**src/irc_pkg.sv**
```systemverilog
// Contract
// - The change detector compares the held address with the incoming one and pulls the change line low on any mismatch.
// - A new address is loaded only while board select is low and no write pulse is reaching the array.
// - After loading, the comparison reports equality and the change line returns high.
// - An eight-signal selector routes row address, chip selects and read/write from the host side or the refresh side.
// - An accepted change stores the address, restarts the oscillator and clears the refresh flip-flop for host access.
// - Each accepted address starts one full oscillator period of address-to-write time plus write pulse width.
// - With no new address by the end of that period the refresh flip-flop enters the refresh state.
// - Refresh continues, row after row, until an address change is detected and accepted.
// - Thirty-two undisturbed periods refresh every cell of the array.
// - During refresh chip selects stay high, a binary counter walks all 32 rows, and each row gets a write pulse.
// - A row whose refresh is cut short by a host address stays in the counter and is applied first on resumption.
// - Disabled chip selects keep data off the outputs so a refresh write only restores the stored contents.
package irc_pkg;

  // ----------------------------------------------------------------
  // Address layout
  // ----------------------------------------------------------------
  localparam int ADDR_W   = 11;
  localparam int ROW_W    = 5;
  localparam int COL_W    = 5;
  localparam int ROW_LSB  = 0;
  localparam int COL_LSB  = 5;
  localparam int BANK_BIT = 10;
  localparam int CS_W     = 2;

  localparam logic [ROW_W-1:0] ROW_ZERO = 5'h00;
  localparam logic [ROW_W-1:0] ROW_LAST = 5'h1f;
  localparam logic [ROW_W-1:0] ROW_ONE  = 5'h01;
  localparam logic [CS_W-1:0]  CS_OFF   = 2'h3;
  localparam logic [CS_W-1:0]  CS_BANK0 = 2'h2;
  localparam logic [CS_W-1:0]  CS_BANK1 = 2'h1;
  localparam logic             RW_READ  = 1'h1;
  localparam logic             RW_WRITE = 1'h0;

  // ----------------------------------------------------------------
  // Timing
  // ----------------------------------------------------------------
  localparam int CLK_MHZ     = 200;
  localparam int T_AW_NS     = 150;
  localparam int T_WP_NS     = 100;
  localparam int AW_CYC      = (T_AW_NS * CLK_MHZ + 999) / 1000;
  localparam int WP_CYC      = (T_WP_NS * CLK_MHZ + 999) / 1000;
  localparam int OSC_CYC     = AW_CYC + WP_CYC;
  localparam int OSC_W       = 8;
  localparam int T_WINDOW_MS = 2;
  localparam int WINDOW_CYC  = T_WINDOW_MS * CLK_MHZ * 1000;
  localparam int WIN_W       = 20;

  localparam logic [OSC_W-1:0] OSC_ZERO = 8'h00;
  localparam logic [OSC_W-1:0] OSC_ONE  = 8'h01;
  localparam logic [OSC_W-1:0] OSC_LAST = OSC_W'(OSC_CYC - 1);
  localparam logic [OSC_W-1:0] OSC_WP   = OSC_W'(AW_CYC);

  typedef enum logic [1:0]
  {
    IRC_HOST    = 2'b01,
    IRC_REFRESH = 2'b10
  } irc_mode_e;

  // Active-low chip select for one of two banks
  function automatic logic [CS_W-1:0] irc_bank_sel(input logic bank);
    irc_bank_sel = bank ? CS_BANK1 : CS_BANK0;
  endfunction : irc_bank_sel

endpackage : irc_pkg

```
**src/irc_change_detector.sv**
```systemverilog
`timescale 1ns/1ps
module irc_change_detector
  import irc_pkg::*;
(
  input  wire logic              ref_clk,
  input  wire logic              srst,
  input  wire logic [ADDR_W-1:0] addrIn,
  input  wire logic              load,
  output logic      [ADDR_W-1:0] latchedAddr,
  output logic                   addrChangeN
);

  // ----------------------------------------------------------------
  // Held address and comparison
  // ----------------------------------------------------------------
  logic [ADDR_W-1:0] sameBits;

  assign sameBits    = ~(latchedAddr ^ addrIn);
  assign addrChangeN = &sameBits;

  always_ff @(posedge ref_clk)
  begin
    if (srst)
      latchedAddr <= '0;
    else if (load)
      latchedAddr <= addrIn;
  end

  // ----------------------------------------------------------------
  // Checks
  // ----------------------------------------------------------------
  chk_change_line_low: assert property (@(posedge ref_clk) disable iff (srst)
    (latchedAddr != addrIn) |-> !addrChangeN)
    else $error("change line not low on mismatch");

  chk_release_after_load: assert property (@(posedge ref_clk) disable iff (srst)
    load ##1 $stable(addrIn) |-> addrChangeN)
    else $error("change line not released after load");

endmodule : irc_change_detector

```
**src/irc_refresh_controller.sv**
```systemverilog
`timescale 1ns/1ps
module irc_refresh_controller
  import irc_pkg::*;
#(
  parameter int WINDOW_CYCLES = WINDOW_CYC
)
(
  input  wire logic              ref_clk,
  input  wire logic              srst,
  input  wire logic [ADDR_W-1:0] hostAddr,
  input  wire logic              boardSelectN,
  input  wire logic              hostRdWr,
  output logic      [ROW_W-1:0]  ramRow,
  output logic      [COL_W-1:0]  ramCol,
  output logic      [CS_W-1:0]   ramCsN,
  output logic                   ramRdWr,
  output logic                   refreshActive,
  output logic                   addressChangeLineN,
  output logic                   sweepDone,
  output logic                   refreshOverdue
);

  // ----------------------------------------------------------------
  // Pin synchronisers
  // ----------------------------------------------------------------
  logic [ADDR_W-1:0] addrMeta;
  logic [ADDR_W-1:0] addrSync;
  logic              bsnMeta;
  logic              bsnSync;
  logic              rwMeta;
  logic              rwSync;

  always_ff @(posedge ref_clk)
  begin
    if (srst)
    begin
      addrMeta <= '0;
      addrSync <= '0;
      bsnMeta  <= 1'h1;
      bsnSync  <= 1'h1;
      rwMeta   <= RW_READ;
      rwSync   <= RW_READ;
    end
    else
    begin
      addrMeta <= hostAddr;
      addrSync <= addrMeta;
      bsnMeta  <= boardSelectN;
      bsnSync  <= bsnMeta;
      rwMeta   <= hostRdWr;
      rwSync   <= rwMeta;
    end
  end

  // ----------------------------------------------------------------
  // Address change detector
  // ----------------------------------------------------------------
  logic [ADDR_W-1:0] latchedAddr;
  logic              addrChangeN;
  logic              accept;

  // Only load while nothing writes the array, else a write could land on a moving row
  assign accept = !addrChangeN && !bsnSync && (ramRdWr == RW_READ);

  irc_change_detector u_detector
  (
    .ref_clk     (ref_clk),
    .srst        (srst),
    .addrIn      (addrSync),
    .load        (accept),
    .latchedAddr (latchedAddr),
    .addrChangeN (addrChangeN)
  );

  // ----------------------------------------------------------------
  // Oscillator and refresh flip-flop
  // ----------------------------------------------------------------
  irc_mode_e         mode;
  irc_mode_e         next_mode;
  logic [OSC_W-1:0]  oscCnt;
  logic [OSC_W-1:0]  next_oscCnt;
  logic              oscEnd;
  logic              inWritePulse;

  assign oscEnd       = (oscCnt == OSC_LAST);
  assign inWritePulse = (oscCnt >= OSC_WP);
  // Restart on accept keeps the period aligned to the host's address
  assign next_oscCnt  = (accept || oscEnd) ? OSC_ZERO : oscCnt + OSC_ONE;

  always_comb
  begin
    next_mode = mode;
    unique case (mode)
      IRC_HOST:
      begin
        if (!accept && oscEnd)
          next_mode = IRC_REFRESH;
      end
      IRC_REFRESH:
      begin
        if (accept)
          next_mode = IRC_HOST;
      end
      default:
        next_mode = IRC_HOST;
    endcase
  end

  always_ff @(posedge ref_clk)
  begin
    if (srst)
    begin
      mode   <= IRC_HOST;
      oscCnt <= OSC_ZERO;
    end
    else
    begin
      mode   <= next_mode;
      oscCnt <= next_oscCnt;
    end
  end

  // ----------------------------------------------------------------
  // Refresh row counter
  // ----------------------------------------------------------------
  logic [ROW_W-1:0] refRow;
  logic [ROW_W-1:0] next_refRow;
  logic             rowDone;
  logic             wrapNow;

  // A row only counts once its whole period ran; a cut-short row is redone
  assign rowDone     = (mode == IRC_REFRESH) && oscEnd && !accept;
  assign wrapNow     = rowDone && (refRow == ROW_LAST);
  assign next_refRow = wrapNow ? ROW_ZERO
                     : rowDone ? refRow + ROW_ONE
                     : refRow;

  always_ff @(posedge ref_clk)
  begin
    if (srst)
      refRow <= ROW_ZERO;
    else
      refRow <= next_refRow;
  end

  // ----------------------------------------------------------------
  // Eight-signal selector
  // ----------------------------------------------------------------
  logic [ADDR_W-1:0] hostView;
  logic [ROW_W-1:0]  next_ramRow;
  logic [COL_W-1:0]  next_ramCol;
  logic [CS_W-1:0]   next_ramCsN;
  logic              next_ramRdWr;
  logic              refreshSel;
  logic [CS_W-1:0]   hostCsN;
  logic              refreshRw;

  assign refreshSel   = (next_mode == IRC_REFRESH);
  // New address goes straight through so the access is not a cycle stale
  assign hostView     = accept ? addrSync : latchedAddr;
  assign hostCsN      = bsnSync ? CS_OFF : irc_bank_sel(hostView[BANK_BIT]);
  assign refreshRw    = inWritePulse ? RW_WRITE : RW_READ;
  assign next_ramRow  = refreshSel ? next_refRow : hostView[ROW_LSB +: ROW_W];
  assign next_ramCsN  = refreshSel ? CS_OFF : hostCsN;
  assign next_ramRdWr = (mode == IRC_REFRESH && !accept) ? refreshRw
                      : (bsnSync ? RW_READ : rwSync);
  assign next_ramCol  = hostView[COL_LSB +: COL_W];

  always_ff @(posedge ref_clk)
  begin
    if (srst)
    begin
      ramRow        <= ROW_ZERO;
      ramCol        <= '0;
      ramCsN        <= CS_OFF;
      ramRdWr       <= RW_READ;
      refreshActive <= 1'h0;
    end
    else
    begin
      ramRow        <= next_ramRow;
      ramCol        <= next_ramCol;
      ramCsN        <= next_ramCsN;
      ramRdWr       <= next_ramRdWr;
      refreshActive <= refreshSel;
    end
  end

  assign addressChangeLineN = addrChangeN;

  // ----------------------------------------------------------------
  // Sweep tracking
  // ----------------------------------------------------------------
  // Overdue only warns; the host alone can free time for a sweep
  logic [WIN_W-1:0] sinceSweep;
  logic             windowHit;

  assign windowHit = (sinceSweep >= WIN_W'(WINDOW_CYCLES));

  always_ff @(posedge ref_clk)
  begin
    if (srst)
    begin
      sinceSweep     <= '0;
      sweepDone      <= 1'h0;
      refreshOverdue <= 1'h0;
    end
    else
    begin
      sweepDone      <= wrapNow;
      refreshOverdue <= windowHit;
      if (wrapNow)
        sinceSweep <= '0;
      else if (!windowHit)
        sinceSweep <= sinceSweep + WIN_W'(1);
    end
  end

  // ----------------------------------------------------------------
  // Checks
  // ----------------------------------------------------------------
  chk_load_gated: assert property (@(posedge ref_clk) disable iff (srst)
    ($changed(latchedAddr) && !$past(srst)) |-> $past(!bsnSync && ramRdWr == RW_READ))
    else $error("address loaded while gated off");

  chk_latch_equal: assert property (@(posedge ref_clk) disable iff (srst)
    accept |=> latchedAddr == $past(addrSync))
    else $error("latched address differs from accepted one");

  chk_accept_clears: assert property (@(posedge ref_clk) disable iff (srst)
    accept |=> mode == IRC_HOST && oscCnt == OSC_ZERO)
    else $error("accept did not clear refresh and restart oscillator");

  chk_full_period: assert property (@(posedge ref_clk) disable iff (srst)
    (accept ##1 !accept [*3]) |-> oscCnt == OSC_W'(2))
    else $error("oscillator period not started at accept");

  chk_enter_refresh: assert property (@(posedge ref_clk) disable iff (srst)
    $rose(mode == IRC_REFRESH) |-> $past(oscCnt) == OSC_LAST && !$past(accept))
    else $error("refresh entered off the period end");

  chk_stay_refresh: assert property (@(posedge ref_clk) disable iff (srst)
    (mode == IRC_REFRESH && !accept) |=> mode == IRC_REFRESH)
    else $error("refresh left without an accepted change");

  chk_cs_disabled: assert property (@(posedge ref_clk) disable iff (srst)
    refreshActive |-> ramCsN == CS_OFF && ramRow == refRow)
    else $error("chip select or row wrong during refresh");

  chk_row_held: assert property (@(posedge ref_clk) disable iff (srst)
    (mode == IRC_REFRESH && accept) |=> refRow == $past(refRow))
    else $error("interrupted row not kept");

  chk_row_wrap: assert property (@(posedge ref_clk) disable iff (srst)
    (rowDone && refRow == ROW_LAST) |=> refRow == ROW_ZERO)
    else $error("row counter did not wrap");

  chk_sweep_pulse: assert property (@(posedge ref_clk) disable iff (srst)
    sweepDone |-> $past(refRow) == ROW_LAST && $past(rowDone))
    else $error("sweep reported without last row");

  chk_refresh_write: assert property (@(posedge ref_clk) disable iff (srst)
    (refreshActive && !ramRdWr) |-> ramCsN == CS_OFF)
    else $error("refresh write with chip enabled");

  chk_gate_hold: assert property (@(posedge ref_clk) disable iff (srst)
    (!addrChangeN && (bsnSync || ramRdWr == RW_WRITE)) |=> $stable(latchedAddr))
    else $error("address taken while gated off");

  chk_host_route: assert property (@(posedge ref_clk) disable iff (srst)
    accept |=> !refreshActive && ramRow == $past(addrSync[ROW_LSB +: ROW_W])
               && ramCol == $past(addrSync[COL_LSB +: COL_W]))
    else $error("accepted address not routed to the array");

  chk_refresh_route: assert property (@(posedge ref_clk) disable iff (srst)
    (mode == IRC_REFRESH && !accept) |=> refreshActive && ramCsN == CS_OFF)
    else $error("selector left the refresh side");

  chk_period_end: assert property (@(posedge ref_clk) disable iff (srst)
    (mode == IRC_HOST && oscEnd && !accept) |=> refreshActive && mode == IRC_REFRESH)
    else $error("period ended without entering refresh");

  chk_row_write: assert property (@(posedge ref_clk) disable iff (srst)
    rowDone |-> ramRdWr == RW_WRITE && ramCsN == CS_OFF)
    else $error("row finished without a deselected write pulse");

  chk_overdue_clear: assert property (@(posedge ref_clk) disable iff (srst)
    $past(sweepDone) |-> !refreshOverdue)
    else $error("overdue kept after a full sweep");

  cov_enter_refresh: cover property (@(posedge ref_clk) disable iff (srst)
    $rose(mode == IRC_REFRESH));

  cov_abort_row: cover property (@(posedge ref_clk) disable iff (srst)
    mode == IRC_REFRESH && accept);

  cov_full_sweep: cover property (@(posedge ref_clk) disable iff (srst)
    sweepDone);

  cov_host_write: cover property (@(posedge ref_clk) disable iff (srst)
    !refreshActive && !ramRdWr);

  cov_overdue: cover property (@(posedge ref_clk) disable iff (srst)
    $rose(refreshOverdue));

endmodule : irc_refresh_controller

```
**config.mk**
```make
export PLATFORM = sky130hd
export DESIGN_NAME = irc_refresh_controller
export DESIGN_NICKNAME = d
export VERILOG_FILES = /design/src/irc_pkg.sv /design/src/irc_change_detector.sv /design/src/irc_refresh_controller.sv
export SDC_FILE = /design/constraint.sdc
export NUM_CORES = 1
export LEC_CHECK = 0
export BUFFER_PORTS_ARGS = -buffer_cell sky130_fd_sc_hd__buf_2
export CELL_PAD_IN_SITES_DETAIL_PLACEMENT = 1
export CELL_PAD_IN_SITES_GLOBAL_PLACEMENT = 1
export CORE_MARGIN = 2
export CORE_UTILIZATION = 48
export DETAILED_ROUTE_END_ITERATION = 10
export PLACE_DENSITY = 0.91
export SETUP_SLACK_MARGIN = 0.15
export SYNTH_ARGS = -nofsm -noshare
export SYNTH_HDL_FRONTEND = slang
export SYNTH_SLANG_ARGS = --single-unit
```
**constraint.sdc**
```tcl
create_clock -name ref_clk -period 3.52 [get_ports ref_clk]
set_input_delay 0 -clock ref_clk [delete_from_list [all_inputs] [get_ports ref_clk]]
set_output_delay 0 -clock ref_clk [all_outputs]
set_load 0.1 [all_outputs]
```
==> results.sh <==
export IMPL_outcome="completed"
export IMPL_fin_ws_ns=0.904
export IMPL_ys_seq_area_frac=0.512
export IMPL_ys_ff_latch=83
export IMPL_cts_resized=0
export IMPL_hold_path_class="primary input to register"
export IMPL_diodes=0
export IMPL_worst_path_stages=7
export IMPL_p_per_area_nw_per_um2=481
export IMPL_synthesis_instances=347
export IMPL_drtPass1Iterations=4
export IMPL_whs_path_depth=2
export IMPL_io_pins=32
export IMPL_synth_nets=371
export IMPL_synth_cell_types=42
export IMPL_slew_viol_final=0
export IMPL_drive_above_1_share=0.141
export IMPL_crit_type="register to register"
export IMPL_vias_per_cell=5.32
export IMPL_syn2layout_area_growth_pct=15.6
export IMPL_min_from="srst"
export IMPL_synth_async_reset_ratio=0
export IMPL_placed_area_sq_um=3420
export IMPL_numCtsBuffers=9
export IMPL_cts_root_buffer="clkbuf_8"
export IMPL_stdcell_count=468
export IMPL_start_util=0.503
export IMPL_slowest_stage="nor2b_1"
export IMPL_rsz0062_at_grt="false"
export IMPL_fin_area_sq_um=3750
export IMPL_rr_endpoint="ramRow[2]"
export IMPL_synth_area_top_cells="dfxtp_1 (51%), xnor2_1 (6.2%), nor2_1 (5.2%)"
export IMPL_leakage_nw=1.46
export IMPL_yosysTopAreaCell="dfxtp_1"
export IMPL_worst_setup_path_end_kind="register"
export IMPL_grt_max_degree=52
export IMPL_chipWidth_microns=86.2
export IMPL_start_kind="register"
export IMPL_cpPeakStageDelay_ns=0.45
export IMPL_htree_num_levels=3
export IMPL_worst_r2r_path_depth=7
export IMPL_wirelength_mm=7.74
export IMPL_rows=29
export IMPL_max_slew_margin=0.402
export IMPL_drc=0
export IMPL_fin_skew_ns=0.0151
export IMPL_r2r_start="u_detector.latchedAddr[7]"
export IMPL_r2r_slack_ns=0.90
export IMPL_dp_slack_ns=0.957
export IMPL_critPathMaxFanout=8
export IMPL_cts_buffer_depth=2
export IMPL_gr_total_overflow=0
export IMPL_peakVddDrop_mv=0.313
export IMPL_fin_nets=410
export IMPL_dpl_cell_count=439
export IMPL_crit_arrival_ns=2.87
export IMPL_wl_per_cell_microns=16.5
export IMPL_setup_tns_ns=0
export IMPL_clk_latency_ns=0.37
export IMPL_synth_commonest_cells="dfxtp_1 (83), nor2_1 (45), nand2_1 (25), nor2b_1 (24), xnor2_1 (23)"
export IMPL_cts_tree="yes"
export IMPL_finalCriticalPeriod_ns=2.62
export IMPL_path_delay_family="simple AND/OR/NAND/NOR gates"
export IMPL_crit_chain="xnor2_1 -> nand4_1 -> o31a_1 -> or3_1 -> a22oi_1 -> nor2b_1 -> mux2_1"
export IMPL_setup_violations=0
export IMPL_yosys_cell_count_top_type="dfxtp_1"
export IMPL_worstMarginPinSlew_ns=0.897
export IMPL_synth_enable_flop_cells=0
export IMPL_cp_required_ns=3.77
export IMPL_yosysTopAreaCellShare=0.512
export IMPL_yosysWarnings=0
export IMPL_place_gp_congestion=0.810
export IMPL_maxCapViolCount=0
export IMPL_core_area_sq_um=6460
export IMPL_portBuffers=31
export IMPL_routed_via_count=2490
export IMPL_hold_end="u_detector.latchedAddr[10]"
export IMPL_syn_avg_cell_area_sq_um=9.36
export IMPL_fmax_mhz=382
export IMPL_syn_area_sq_um=3250
export IMPL_antenna_left=0
export IMPL_grt_pass1_vias=2703
export IMPL_synth_ff_type="dfxtp_1"
export IMPL_dpl_hpwl_mm=4.87
export IMPL_antenna_found_initial=0
export IMPL_die_area_sq_um=7440
export IMPL_drt_initial_drc_count=84
export IMPL_die_h_microns=86.2
export IMPL_clkSinkCount=83
export IMPL_hold_viol=0
export IMPL_clkTransAtPathRegs_ns=0.09
export IMPL_critical_path_buf_inv_count=0
export IMPL_period_share=0.743
export IMPL_grt_pass1_wl_mm=12.8
export IMPL_grtUsageTotal=0.223
state kept, by name (all words and copies together) (netlist names):
register,count
ramRow,5
rwSync,1
bsnSync,1
bsnMeta,1
addrMeta,11
refRow,5
sinceSweep,20
rwMeta,1
addrSync,11
oscCnt,8
ramRdWr,1
ramCsN,2
sweepDone,1
refreshOverdue,1
mode,2
u_detector.latchedAddr,11
refreshActive,1
where the power goes:
group / leakage [nW] / internal, W / total, W / switching, W
Clock: 0.106 / 0.000366 / 0.000711 / 0.000345
Sequential: 0.676 / 0.000961 / 0.000976 / 0.0000155
Combinational: 0.681 / 0.0000445 / 0.000119 / 0.0000741
worst max-delay path by stage:
| stage | startpoint | end | slack (ns) |
|---|---|---|---|
| after floorplan | u_detector.latchedAddr[7] | ramRow[2] | 0.46 |
| after global placement | addrSync[8] | ramRow[3] | 1.06 |
| after detailed placement | u_detector.latchedAddr[7] | ramRow[3] | 0.96 |
| after CTS | u_detector.latchedAddr[7] | ramRow[3] | 0.89 |
| after global routing | u_detector.latchedAddr[7] | ramRow[3] | 0.70 |
| final | u_detector.latchedAddr[7] | ramRow[2] | 0.90 |
cell type report:
cell class                      count  area [sq um]
Multi-Input combinational cell    234          1450
Sequential cell                    83          1660
Inverter                           12          45.0
Tap cell                           77          96.3
Clock inverter                      4          48.8
Timing Repair Buffer               46           300
Fill cell                         724          2700
Clock buffer                       12           155
cells by family (layout without fill, tap and decap cells):
family	count (synthesis)	count (layout)	share of synthesized area
simple gates	151	151	0.235
flops	83	83	0.512
compound gates	36	36	0.0694
xor+xnor	33	33	0.0890
buf+inv	30	74	0.0439
fa+ha+maj	9	9	0.0347
mux	5	5	0.0162
worst reg2reg max path, delay by kind of cell (launching register included):
| family | cells | cell delay [ns] |
|---|---|---|
| AND/OR/NAND/NOR | 3 | 1.02 |
| AO/OA/AOI/OAI | 2 | 0.59 |
| flip-flops | 1 | 0.39 |
| multiplexers | 1 | 0.36 |
| XOR/XNOR | 1 | 0.14 |
per-layer routing:
layer / track usage / wire (microns) / up-vias
li1: - / - / 1227
met1: 0.253 / 3310 / 1205
met2: 0.398 / 4020 / 41
met3: 0.0505 / 225 / 17
met4: 0.0994 / 184 / 0
met5: 0 / 0 / -
layout by cell type (no fill, tap or decap), types with 12 or more instances in the layout:
cell type / count
dfxtp_1: 83
nor2_1: 45
buf_2: 31
nand2_1: 25
nor2b_1: 24
xnor2_1: 23
nand3_1: 15
a21oi_1: 15
dlygate4sd3_1: 13
inv_1: 12
what timing repair did:
action	CTS	global route
endpoints found under the hold margin	13	0
hold buffers	13	0
buffers inserted	0	0
per-stage QoR:
| stage | power (W) | util | hold WS (ns) |
|---|---|---|---|
| finish | 0.00181 | 0.581 | 0.268 |
| global route | 0.00186 | 0.581 | 0.293 |
| CTS | 0.00180 | 0.581 | 0.246 |
| detailed placement | 0.00110 | 0.530 | 0.194 |
| global placement | 0.00110 | 0.530 | 0.185 |
| floorplan | 0.00108 | - | 0.104 |
(Power assumes the default switching activity.)
